===== src/branch_bitset_decode_cfg.svh =====
/*
 constants for the relative jump, bit-set and bit-test-skip decoder:
 opcode patterns, field positions, phase codes and address limits.
 assumes a core where four sys_clk edges make one instruction cycle.
*/
//
// Functional notes
// RQ1: relative_jump is 11010 plus signed 11-bit offset
// RQ2: jump target is incremented pc plus twice offset
// RQ3: jump takes two cycles, pc written in Q4
// RQ4: file_bit_set forces chosen bit one via rmw
// RQ5: selector zero access bank, one uses bank_select_register
// RQ6: extended set, selector zero, f<=95: indexed addressing
// RQ7: test_skip_if_one skips when bit reads one
// RQ8: skip discards fetched word, runs nop instead
// RQ9: test_skip_if_zero skips on zero; else one cycle
`ifndef BRANCH_BITSET_DECODE_CFG_SVH
`define BRANCH_BITSET_DECODE_CFG_SVH

// ----------------------------------------------------------------
// opcode patterns
// ----------------------------------------------------------------
`define OPC_JUMP 5'h1a
`define OPC_BIT_SET 4'h8
`define OPC_SKIP_ZERO 4'hb
`define OPC_SKIP_ONE 4'ha

// ----------------------------------------------------------------
// field positions and widths
// ----------------------------------------------------------------
`define OFFSET_W 11
`define PC_W 21
`define ADDR_W 12
`define BSR_W 4
`define BIT_MSB 11
`define BIT_LSB 9
`define SEL_BIT 8

// ----------------------------------------------------------------
// phase codes within one instruction cycle
// ----------------------------------------------------------------
`define PH_Q1 2'h0
`define PH_Q2 2'h1
`define PH_Q3 2'h2
`define PH_Q4 2'h3

// ----------------------------------------------------------------
// addressing limits
// ----------------------------------------------------------------
`define INDEX_MAX 8'h5f
`define ACCESS_SPLIT 8'h60
`define ACCESS_HI_BANK 4'hf
`define ACCESS_LO_BANK 4'h0

`endif


===== src/branch_bitset_decode_pkg.sv =====
/*
 types shared by the decoder files.
 assumes branch_bitset_decode_cfg.svh supplies the widths.
*/
`default_nettype none
`include "branch_bitset_decode_cfg.svh"
package branch_bitset_decode_pkg;
  // execute state of one instruction cycle
  typedef enum logic [0:0] {
    ST_EXEC = 1'b0,
    ST_NOP = 1'b1
  } exec_state_t;
  typedef logic [`ADDR_W-1:0] data_addr_t;
  typedef logic [`PC_W-1:0] prog_addr_t;
endpackage : branch_bitset_decode_pkg
`default_nettype wire


===== src/operand_address.sv =====
/*
 resolves the data address of a bit-oriented operand.
 assumes index_base carries the base pointer used by indexed literal
 offset mode, already settled when the word is captured.
*/
`default_nettype none
`include "branch_bitset_decode_cfg.svh"
module operand_address
  import branch_bitset_decode_pkg::*;
(
  // operand fields
  input wire logic [7:0] file_addr,
  input wire logic bank_sel,
  // core state
  input wire logic [`BSR_W-1:0] bank_select_register,
  input wire logic ext_set_en,
  input wire logic [`ADDR_W-1:0] index_base,
  // result
  output data_addr_t data_addr
);
  // ----------------------------------------------------------------
  // address selection
  // ----------------------------------------------------------------
  // purely combinational so the address is ready inside Q1
  always_comb begin
    if (bank_sel) begin
      data_addr = {bank_select_register, file_addr}; // RQ5
    end else if (ext_set_en && file_addr <= `INDEX_MAX) begin
      data_addr = index_base + {4'h0, file_addr}; // RQ6
    end else if (file_addr < `ACCESS_SPLIT) begin
      data_addr = {`ACCESS_LO_BANK, file_addr}; // RQ5
    end else begin
      // access addresses from 8'h60 up map onto the special function area
      data_addr = {`ACCESS_HI_BANK, file_addr}; // RQ5
    end
  end
endmodule : operand_address
`default_nettype wire


===== src/branch_bitset_decode.sv =====
/*
 decode and execute of relative_jump, file_bit_set and the two
 test-and-skip instructions, one instruction cycle per four clocks.
 assumes the fetch unit presents the word and the incremented pc
 during Q1, and data memory answers a Q2 read during Q3.
*/
`default_nettype none
`include "branch_bitset_decode_cfg.svh"
module branch_bitset_decode
  import branch_bitset_decode_pkg::*;
(
  // clock and reset
  input wire logic sys_clk,
  input wire logic rst_n,
  // fetched instruction
  input wire logic [15:0] instr_word,
  input wire logic instr_valid,
  input wire prog_addr_t pc_inc,
  // core state
  input wire logic [`BSR_W-1:0] bank_select_register,
  input wire logic ext_set_en,
  input wire logic [`ADDR_W-1:0] index_base,
  // data memory
  output data_addr_t mem_addr,
  output logic mem_rd_en,
  input wire logic [7:0] mem_rdata,
  output logic mem_wr_en,
  output logic [7:0] mem_wdata,
  // program counter and pipeline
  output logic pc_load,
  output prog_addr_t pc_next,
  output logic flush,
  output logic [1:0] phase,
  output logic nop_cycle
);
  // ----------------------------------------------------------------
  // state
  // ----------------------------------------------------------------
  logic [1:0] phase_r; // current quarter of the cycle
  exec_state_t state_r; // exec or forced nop
  logic [15:0] instr_r; // word held for the whole cycle
  logic instr_v_r; // held word is a real instruction
  prog_addr_t pc_r; // incremented pc of the held word
  data_addr_t addr_nxt; // resolved operand address
  data_addr_t mem_addr_r;
  logic rd_en_r;
  logic wr_en_r;
  logic [7:0] wdata_r;
  logic [7:0] rdata_r; // operand as read in Q3
  logic pc_load_r;
  prog_addr_t pc_next_r;
  logic flush_r;
  // decode of the incoming word
  logic dec_jump, dec_set, dec_skz, dec_sko;
  // decode of the held word
  logic is_jump, is_set, is_skz, is_sko;
  logic [7:0] bit_mask; // one-hot select of bit b
  logic bit_val; // tested bit of the memory answer
  logic skip_now; // test result says skip

  assign dec_jump = instr_word[15:11] == `OPC_JUMP; // RQ1
  assign dec_set = instr_word[15:12] == `OPC_BIT_SET; // RQ4
  assign dec_skz = instr_word[15:12] == `OPC_SKIP_ZERO;
  assign dec_sko = instr_word[15:12] == `OPC_SKIP_ONE;
  assign is_jump = instr_v_r && instr_r[15:11] == `OPC_JUMP; // RQ1
  assign is_set = instr_v_r && instr_r[15:12] == `OPC_BIT_SET;
  assign is_skz = instr_v_r && instr_r[15:12] == `OPC_SKIP_ZERO;
  assign is_sko = instr_v_r && instr_r[15:12] == `OPC_SKIP_ONE;
  assign bit_mask = 8'h01 << instr_r[`BIT_MSB:`BIT_LSB];
  assign bit_val = |(mem_rdata & bit_mask);
  assign skip_now = (is_sko && bit_val) || (is_skz && !bit_val); // RQ7 RQ9

  // operand address resolved straight from the fetched word
  operand_address u_addr (
    .file_addr(instr_word[7:0]),
    .bank_sel(instr_word[`SEL_BIT]),
    .bank_select_register(bank_select_register),
    .ext_set_en(ext_set_en),
    .index_base(index_base),
    .data_addr(addr_nxt)
  );

  // ----------------------------------------------------------------
  // phase counter
  // ----------------------------------------------------------------
  // free running; the core derives its q clocks from the same count
  always_ff @(posedge sys_clk) begin
    if (!rst_n) begin
      phase_r <= `PH_Q1;
    end else begin
      phase_r <= phase_r + 2'h1;
    end
  end

  // ----------------------------------------------------------------
  // instruction capture at the end of Q1
  // ----------------------------------------------------------------
  // a word arriving in a nop cycle is the discarded one: dropped here
  always_ff @(posedge sys_clk) begin
    if (!rst_n) begin
      instr_r <= 16'h0000;
      instr_v_r <= 1'b0;
      pc_r <= '0;
    end else if (phase_r == `PH_Q1) begin
      instr_r <= instr_word;
      instr_v_r <= instr_valid && state_r == ST_EXEC; // RQ3 RQ8
      pc_r <= pc_inc;
    end
  end

  // ----------------------------------------------------------------
  // operand read, driven through Q2
  // ----------------------------------------------------------------
  always_ff @(posedge sys_clk) begin
    if (!rst_n) begin
      rd_en_r <= 1'b0;
      mem_addr_r <= '0;
    end else if (phase_r == `PH_Q1) begin
      // jump reads no register, only its literal
      rd_en_r <= instr_valid && state_r == ST_EXEC &&
                 (dec_set || dec_skz || dec_sko); // RQ4 RQ7 RQ9
      mem_addr_r <= addr_nxt; // RQ5 RQ6
    end else begin
      rd_en_r <= 1'b0;
    end
  end

  // ----------------------------------------------------------------
  // process in Q3, results shown through Q4
  // ----------------------------------------------------------------
  // registered so every data output is clean for the whole of Q4
  always_ff @(posedge sys_clk) begin
    if (!rst_n) begin
      wr_en_r <= 1'b0;
      wdata_r <= 8'h00;
      rdata_r <= 8'h00;
      pc_load_r <= 1'b0;
      pc_next_r <= '0;
      flush_r <= 1'b0;
    end else if (phase_r == `PH_Q3) begin
      rdata_r <= mem_rdata;
      wr_en_r <= is_set; // RQ4
      wdata_r <= mem_rdata | bit_mask; // RQ4
      pc_load_r <= is_jump; // RQ3
      // pc plus twice the sign-extended offset; no flags touched
      pc_next_r <= pc_r + {{(`PC_W-`OFFSET_W-1){instr_r[10]}},
                           instr_r[10:0], 1'b0}; // RQ2
      flush_r <= is_jump || skip_now; // RQ8
    end else begin
      wr_en_r <= 1'b0;
      pc_load_r <= 1'b0;
      flush_r <= 1'b0;
    end
  end

  // ----------------------------------------------------------------
  // second-cycle control
  // ----------------------------------------------------------------
  // a jump or a skip turns the next instruction cycle into a nop
  always_ff @(posedge sys_clk) begin
    if (!rst_n) begin
      state_r <= ST_EXEC;
    end else if (phase_r == `PH_Q4) begin
      unique case (state_r)
        ST_EXEC: begin
          if (flush_r) begin
            state_r <= ST_NOP; // RQ3 RQ8
          end
        end
        ST_NOP: begin
          state_r <= ST_EXEC; // RQ9
        end
      endcase
    end
  end

  // outputs
  assign mem_addr = mem_addr_r;
  assign mem_rd_en = rd_en_r;
  assign mem_wr_en = wr_en_r;
  assign mem_wdata = wdata_r;
  assign pc_load = pc_load_r;
  assign pc_next = pc_next_r;
  assign flush = flush_r;
  assign phase = phase_r;
  assign nop_cycle = state_r == ST_NOP;
endmodule : branch_bitset_decode
`default_nettype wire


===== config.mk =====
export PLATFORM = sky130hd
export DESIGN_NAME = branch_bitset_decode
export DESIGN_NICKNAME = d
export VERILOG_FILES = /design/src/branch_bitset_decode_pkg.sv /design/src/operand_address.sv /design/src/branch_bitset_decode.sv
export VERILOG_INCLUDE_DIRS = /design/src
export SDC_FILE = /design/constraint.sdc
export NUM_CORES = 1
export LEC_CHECK = 0
export ABC_CLOCK_PERIOD_IN_PS = 2900
export BUFFER_PORTS_ARGS = -buffer_cell sky130_fd_sc_hd__buf_2
export CAP_MARGIN = 20
export CORE_MARGIN = 4
export CORE_UTILIZATION = 43
export DETAILED_ROUTE_END_ITERATION = 7
export PLACE_DENSITY = 0.75
export SETUP_SLACK_MARGIN = 0.1
export SKIP_LAST_GASP = 1
export SLEW_MARGIN = 20
export SYNTH_ARGS = -nofsm -noshare
export SYNTH_HDL_FRONTEND = slang
export SYNTH_HIERARCHICAL = 1
export SYNTH_SLANG_ARGS = --single-unit
export TNS_END_PERCENT = 10

===== constraint.sdc =====
create_clock -name sys_clk -period 2.9 [get_ports sys_clk]
set_clock_uncertainty 0.1 [all_clocks]
set_input_delay 0.29 -clock sys_clk [delete_from_list [all_inputs] [get_ports sys_clk]]
set_output_delay 0.29 -clock sys_clk [all_outputs]
set_load 0.005 [all_outputs]

# Word-level counts from Yosys, hierarchy flattened
# Cells that the tools add are included.
[classes]
n_addsub = 3
multipliers = 0
div_mod_pow = 0
order_cmp = 2
n_eq_ne = 9
n_shift = 1
muxes = 5
bitwise = 3
reduce_logical = 18
[ops]
columns = ["op", "n"]
rows = [
  ["2-to-1 mux 12 bit", 3],
  ["equality test 4 bit (second input constant)", 6],
  ["adder 21 bit", 1],
  ["adder 12 x 8 -> 12 bit", 1],
  ["logical AND 1 bit", 9],
  ["bitwise AND 8 bit", 1],
  ["less-or-equal comparator 8 x 7 -> 1 bit (second input constant)", 1],
  ["< comparator 8 x 7 -> 1 bit (second input constant)", 1],
  ["bitwise OR 8 bit", 1],
  ["OR reduction 8 bit", 1],
  ["left shift 1 x 3 -> 8 bit (first input constant)", 1],
  ["equality test 5 bit (second input constant)", 1],
  ["equality test 2 bit (second input constant)", 2],
  ["logical OR 1 bit", 4],
  ["AND reduction 2 bit", 2],
  ["adder 2 x 1 -> 2 bit (second input constant)", 1],
  ["logical NOT 2 bit", 1],
  ["one-hot mux 1 bit (2 select lines)", 1],
  ["logical NOT 1 bit", 1],
  ["2-to-1 mux 1 bit", 1],
  ["NOT 1 bit", 1],
]
[totals]
register_bits = 86
latchBits = 0
mem_bits_rw = 0
romBits = 0
input_bits = 65
output_inout_bits = 48
elab_cells = 53
memories = 0

# Depth between registers and ports, before layout
[depth]
ltp_word = 7
ltp_mapped = 10
depth_no_buf = 10

# Cells and area by module
# The synthesis kept the hierarchy.
[by_module_without_submodules]
columns = ["module", "n_inst", "cells_per_inst", "area_per_inst_um2", "seq_area_each_um2"]
rows = [
  ["branch_bitset_decode", 1, 463, 4416.7, 1721.7],
  ["operand_address", 1, 96, 636.9, 0.0],
]

# Worst setup path after synthesis
# No wires, ideal clock.
[synth_path]
path_kind = "register to register"
from = "reg instr_r[10]"
to = "reg pc_next_r[19] (netlist: pc_next[19])"
setup_ns = 0.140
arrival_ns = 1.974
required_time_ns = 2.660
setup_slack_ns = 0.686
stages_incl_launch_ff = 9
n_path_buf = 1
synth_period_minus_slack_ns = 2.214
cell_sequence = "dfxtp_1 -> ha_1 -> buf_2 -> and3_1 -> and4_1 -> a22o_1 -> o21ai_1 -> mux2i_1 -> o311ai_0"
[synth_between]
elab_chain_len = 1
[synth_lines]
columns = ["element", "line", "source"]
rows = [
  ["from (decl)", "branch_bitset_decode.sv:41", "logic [15:0] instr_r;"],
  ["from (signal assigned)", "branch_bitset_decode.sv:105", "instr_r <= instr_word;"],
  ["adder 21 bit", "branch_bitset_decode.sv:146", "pc_next_r <= pc_r + {{(`PC_W-`OFFSET_W-1){instr_r[10]}},"],
  ["to (signal assigned)", "branch_bitset_decode.sv:146", ""],
  ["to (decl)", "branch_bitset_decode.sv:51", "prog_addr_t pc_next_r;"],
]
# No other way between the ends.
# A chain may end at the register's enable or synchronous reset.

# Worst setup path in the final report
[layout_path]
from = "reg instr_r[0]"
to = "reg pc_next_r[19] (netlist: pc_next[19])"
# The elaborated chain is that of the path after synthesis.

==> key figures <==
Power and ir drop
  • P per Cell Area: approximately 540 nW/um^2
  • Psw: 955 uW
  • Sequential share of power: 0.415
  • Max rail drop VDD: ~0.00042 V
  • Clk pwr share: 0.364
  • Logic gate share of total power: 0.221
  • LEAKAGE: roughly 2.8 nW
  • Pwr Total: about 3.2 mW
  • Sw Ratio: 0.296
  • Internal Power: about 2.3 mW

Global routing
  • First-pass GRT wire length: approximately 21000 microns
  • Initial antenna violation count: 0
  • Pin count of the biggest net entering global routing: 36
  • Number of global-route vias before repair: ~4400
  • Gr usage total: 0.193
  • Total grt overflow: 0

Detailed routing
  • Detail Route Antenna Nets: 0
  • DR iter-0 viols: 210
  • Final WL: 12700 microns
  • Drc violations: 0
  • Routed vias/inst: between 5 and 6
  • Vias: ~4400
  • Pre-antenna DRT Iters: 4
  • Routed WL per cell: roughly 16 microns

Worst hold path
  • Min-Delay Path Class: input pin to flop

Setup path
  • Max incr delay on CP: between 0.4 and 0.5 ns
  • Type of origin of the critical path: flop
  • Reg2reg path depth: 8
  • Worst-path fanout max: 5
  • Reg2reg end: pc_next[19]
  • Reg2reg setup slack: 0.47 ns
  • FF-to-FF Start: instr_r[0]
  • WP data arrival: between 2 and 3 ns
  • Critical path class: flop to flop
  • Crit path to: pc_next[19]
  • WP data required: roughly 3 ns
  • Crit-path slowest cell: fa_1
  • Critical path origin: instr_r[0]
  • CP endpoint kind: flop
  • CP Cell Sequence: ha_1 > fa_1 > a21oi_1 > o211ai_2 > a22o_1 > o21ai_1 > mux2i_1 > o311ai_0

Layout
  • Final #Nets: between 700 and 800
  • Final Util: 0.524
  • Diodes inserted: 0
  • P&R area growth vs syn: 19.0%
  • Fin area: roughly 6000 sq um
  • Proportion of layout cells with a drive suffix above 1: 0.226

Clocking
  • Postcts setup bufs: 0
  • Worst skew pair latency: around 0.35 ns
  • Cts repair resizes: 0
  • CTS tree: done
  • H-tree depth: 3
  • Max Root-Sink Buffers: 2
  • CTS Buf Count: 9
  • CTS sink cnt: 86
  • CTS root buf: clkbuf_16
  • Hold buffers post-CTS: 0
  • Clock Pin Slew Worst Setup and Hold Paths: around 0.070 ns

STA
  • Setup TNS: 0 ns
  • Max Clk Rate: 412 MHz
  • Worst-margin pin slew: around 0.58 ns
  • Final setup violating endpoints: 0
  • Max-slew violation count: 0
  • Slew headroom: 0.611
  • PnR worst setup slack: roughly 0.47 ns
  • RSZ-0062 raised after global routing: false
  • Fin crit period: approximately 2.4 ns
  • Part of the cycle the worst path needs: 0.836
  • Final Hold Violating Endpoints: 0

Synth
  • EDFF count, synth: 0
  • Synthesized area per cell: approximately 9 sq um
  • FF+latch count, synth: 86
  • Asr flop ratio synth: 0
  • Mapped Cells: 559
  • Post-synthesis sequential area ratio: 0.341
  • Syn Nets: 656
  • Yosys Warn Count: 6
  • Post-synth top flop: dfxtp_1
  • Post-synthesis cell type count: 67
  • Post-Syn Area: ~5100 sq um

Job
  • Maxcap violations: 0

Place
  • Post-DP HPWL: ~9600 microns
  • Pre-CTS setup slack: between 0.5 and 0.6 ns
  • IO Port Bufs: between 100 and 150
  • DP Area: between 5000 and 6000 sq um
  • RePlAce Congestion: between 0.8 and 0.9

Outcome
  • Outcome: finished, final reports clean

Floorplanning
  • Die width: roughly 120 microns
  • Placeable Area: approximately 11000 sq um
  • Die area: about 14000 sq um
  • Starting Density: 0.441
  • # IOs: 113
  • # rows: 39
  • Die height: 116 microns
state kept, by name, indices dropped and copies added (netlist names), 2 cells and up:
register,flops
instr_r,16
mem_addr,12
mem_wdata,8
pc_next,21
pc_r,21
phase,2
routing by layer:
layer  global-route usage  routed length [microns]  up-vias
li1                     -                        -     2218
met2                0.320                     5870      132
met5                    0                        0        -
met1                0.246                     5660     2038
met3               0.0606                     1020       11
met4               0.0487                      159        0
power groups by stage:
stage | clock, mW | sequential, mW | combinational, mW
finish | 1.17 | 1.34 | 0.713
global route | 1.25 | 1.35 | 0.795
floorplan | 0 | 1.35 | 0.506
CTS | 1.21 | 1.34 | 0.717
detailed placement | 0 | 1.36 | 0.712
global placement | 0 | 1.36 | 0.690
cell families after synthesis:
family | synth area share
xor+xnor | 0.0225
simple gates | 0.201
buf+inv | 0.0406
mux | 0.123
flops | 0.341
compound gates | 0.190
fa+ha+maj | 0.0822
metrics by stage:
stage | cells | hold WS, ns
global route | 806 | 0.00330
floorplan | 559 | 0.267
global placement | 790 | 0.341
CTS | 806 | 0.00585
finish | 806 | 0.0152
detailed placement | 790 | 0.352
cell usage in the layout, fill, tap and decap left out, types with 3 or more instances in the layout:
| cell | instances |
|---|---|
| buf_2 | 112 |
| dfxtp_1 | 86 |
| nor2b_1 | 64 |
| mux2i_1 | 61 |
| a21oi_1 | 37 |
| nand2_1 | 34 |
| ha_1 | 29 |
| o21ai_0 | 24 |
| nand3_1 | 22 |
| nor2_1 | 17 |
| inv_1 | 16 |
| a21o_1 | 10 |
| clkbuf_16 | 9 |
| o211ai_1 | 7 |
| xnor2_1 | 7 |
| nand2b_1 | 7 |
| and2_1 | 6 |
| o21a_1 | 6 |
| xor2_1 | 6 |
| buf_4 | 6 |
| a31oi_1 | 5 |
| nor3_1 | 5 |
| nand3b_1 | 5 |
| nand4_1 | 4 |
| o2111ai_1 | 4 |
| nand4b_1 | 4 |
| a21boi_0 | 4 |
| o22ai_1 | 3 |
| o311ai_0 | 3 |
| a211oi_1 | 3 |
cell type report:
| type | count | area, sq um |
|---|---|---|
| Fill cell | 1074 | 5450 |
| Multi-Input combinational cell | 426 | 3130 |
| Sequential cell | 86 | 1720 |
| Timing Repair Buffer | 119 | 626 |
| Clock buffer | 9 | 225 |
| Tap cell | 143 | 179 |
| Clock inverter | 7 | 72.6 |
| Inverter | 16 | 60.1 |
worst min-delay path by stage:
stage	start	depth (start not counted)	to
5_1_grt	instr_word[14]	2	mem_rd_en
3_3_place_gp	pc_next[17]	2	pc_next[17]
3_5_place_dp	pc_next[16]	2	pc_next[16]
2_1_floorplan	instr_word[14]	1	mem_rd_en
6_report	instr_word[14]	2	mem_rd_en
4_1_cts	instr_word[14]	2	mem_rd_en
worst max-delay path: cells and delay by family (launching register included):
| family | cells | cell delay [ns] |
|---|---|---|
| adders and majority gates | 2 | 0.67 |
| muxes | 1 | 0.20 |
| DFF | 1 | 0.31 |
| AOI/OAI and AO/OA | 5 | 1.01 |
synthesized netlist by cell type (10+ instances only):
| cell | count | area share |
|---|---|---|
| a21o_1 | 10 | 0.015 |
| a21oi_1 | 37 | 0.037 |
| buf_2 | 10 | 0.0099 |
| clkbuf_1 | 17 | 0.013 |
| dfxtp_1 | 86 | 0.34 |
| ha_1 | 30 | 0.074 |
| inv_1 | 16 | 0.012 |
| mux2i_1 | 61 | 0.12 |
| nand2_1 | 34 | 0.025 |
| nand3_1 | 22 | 0.022 |
| nor2_1 | 17 | 0.013 |
| nor2b_1 | 64 | 0.079 |
| o21ai_0 | 24 | 0.024 |
Power figures use the tool's default switching activity.
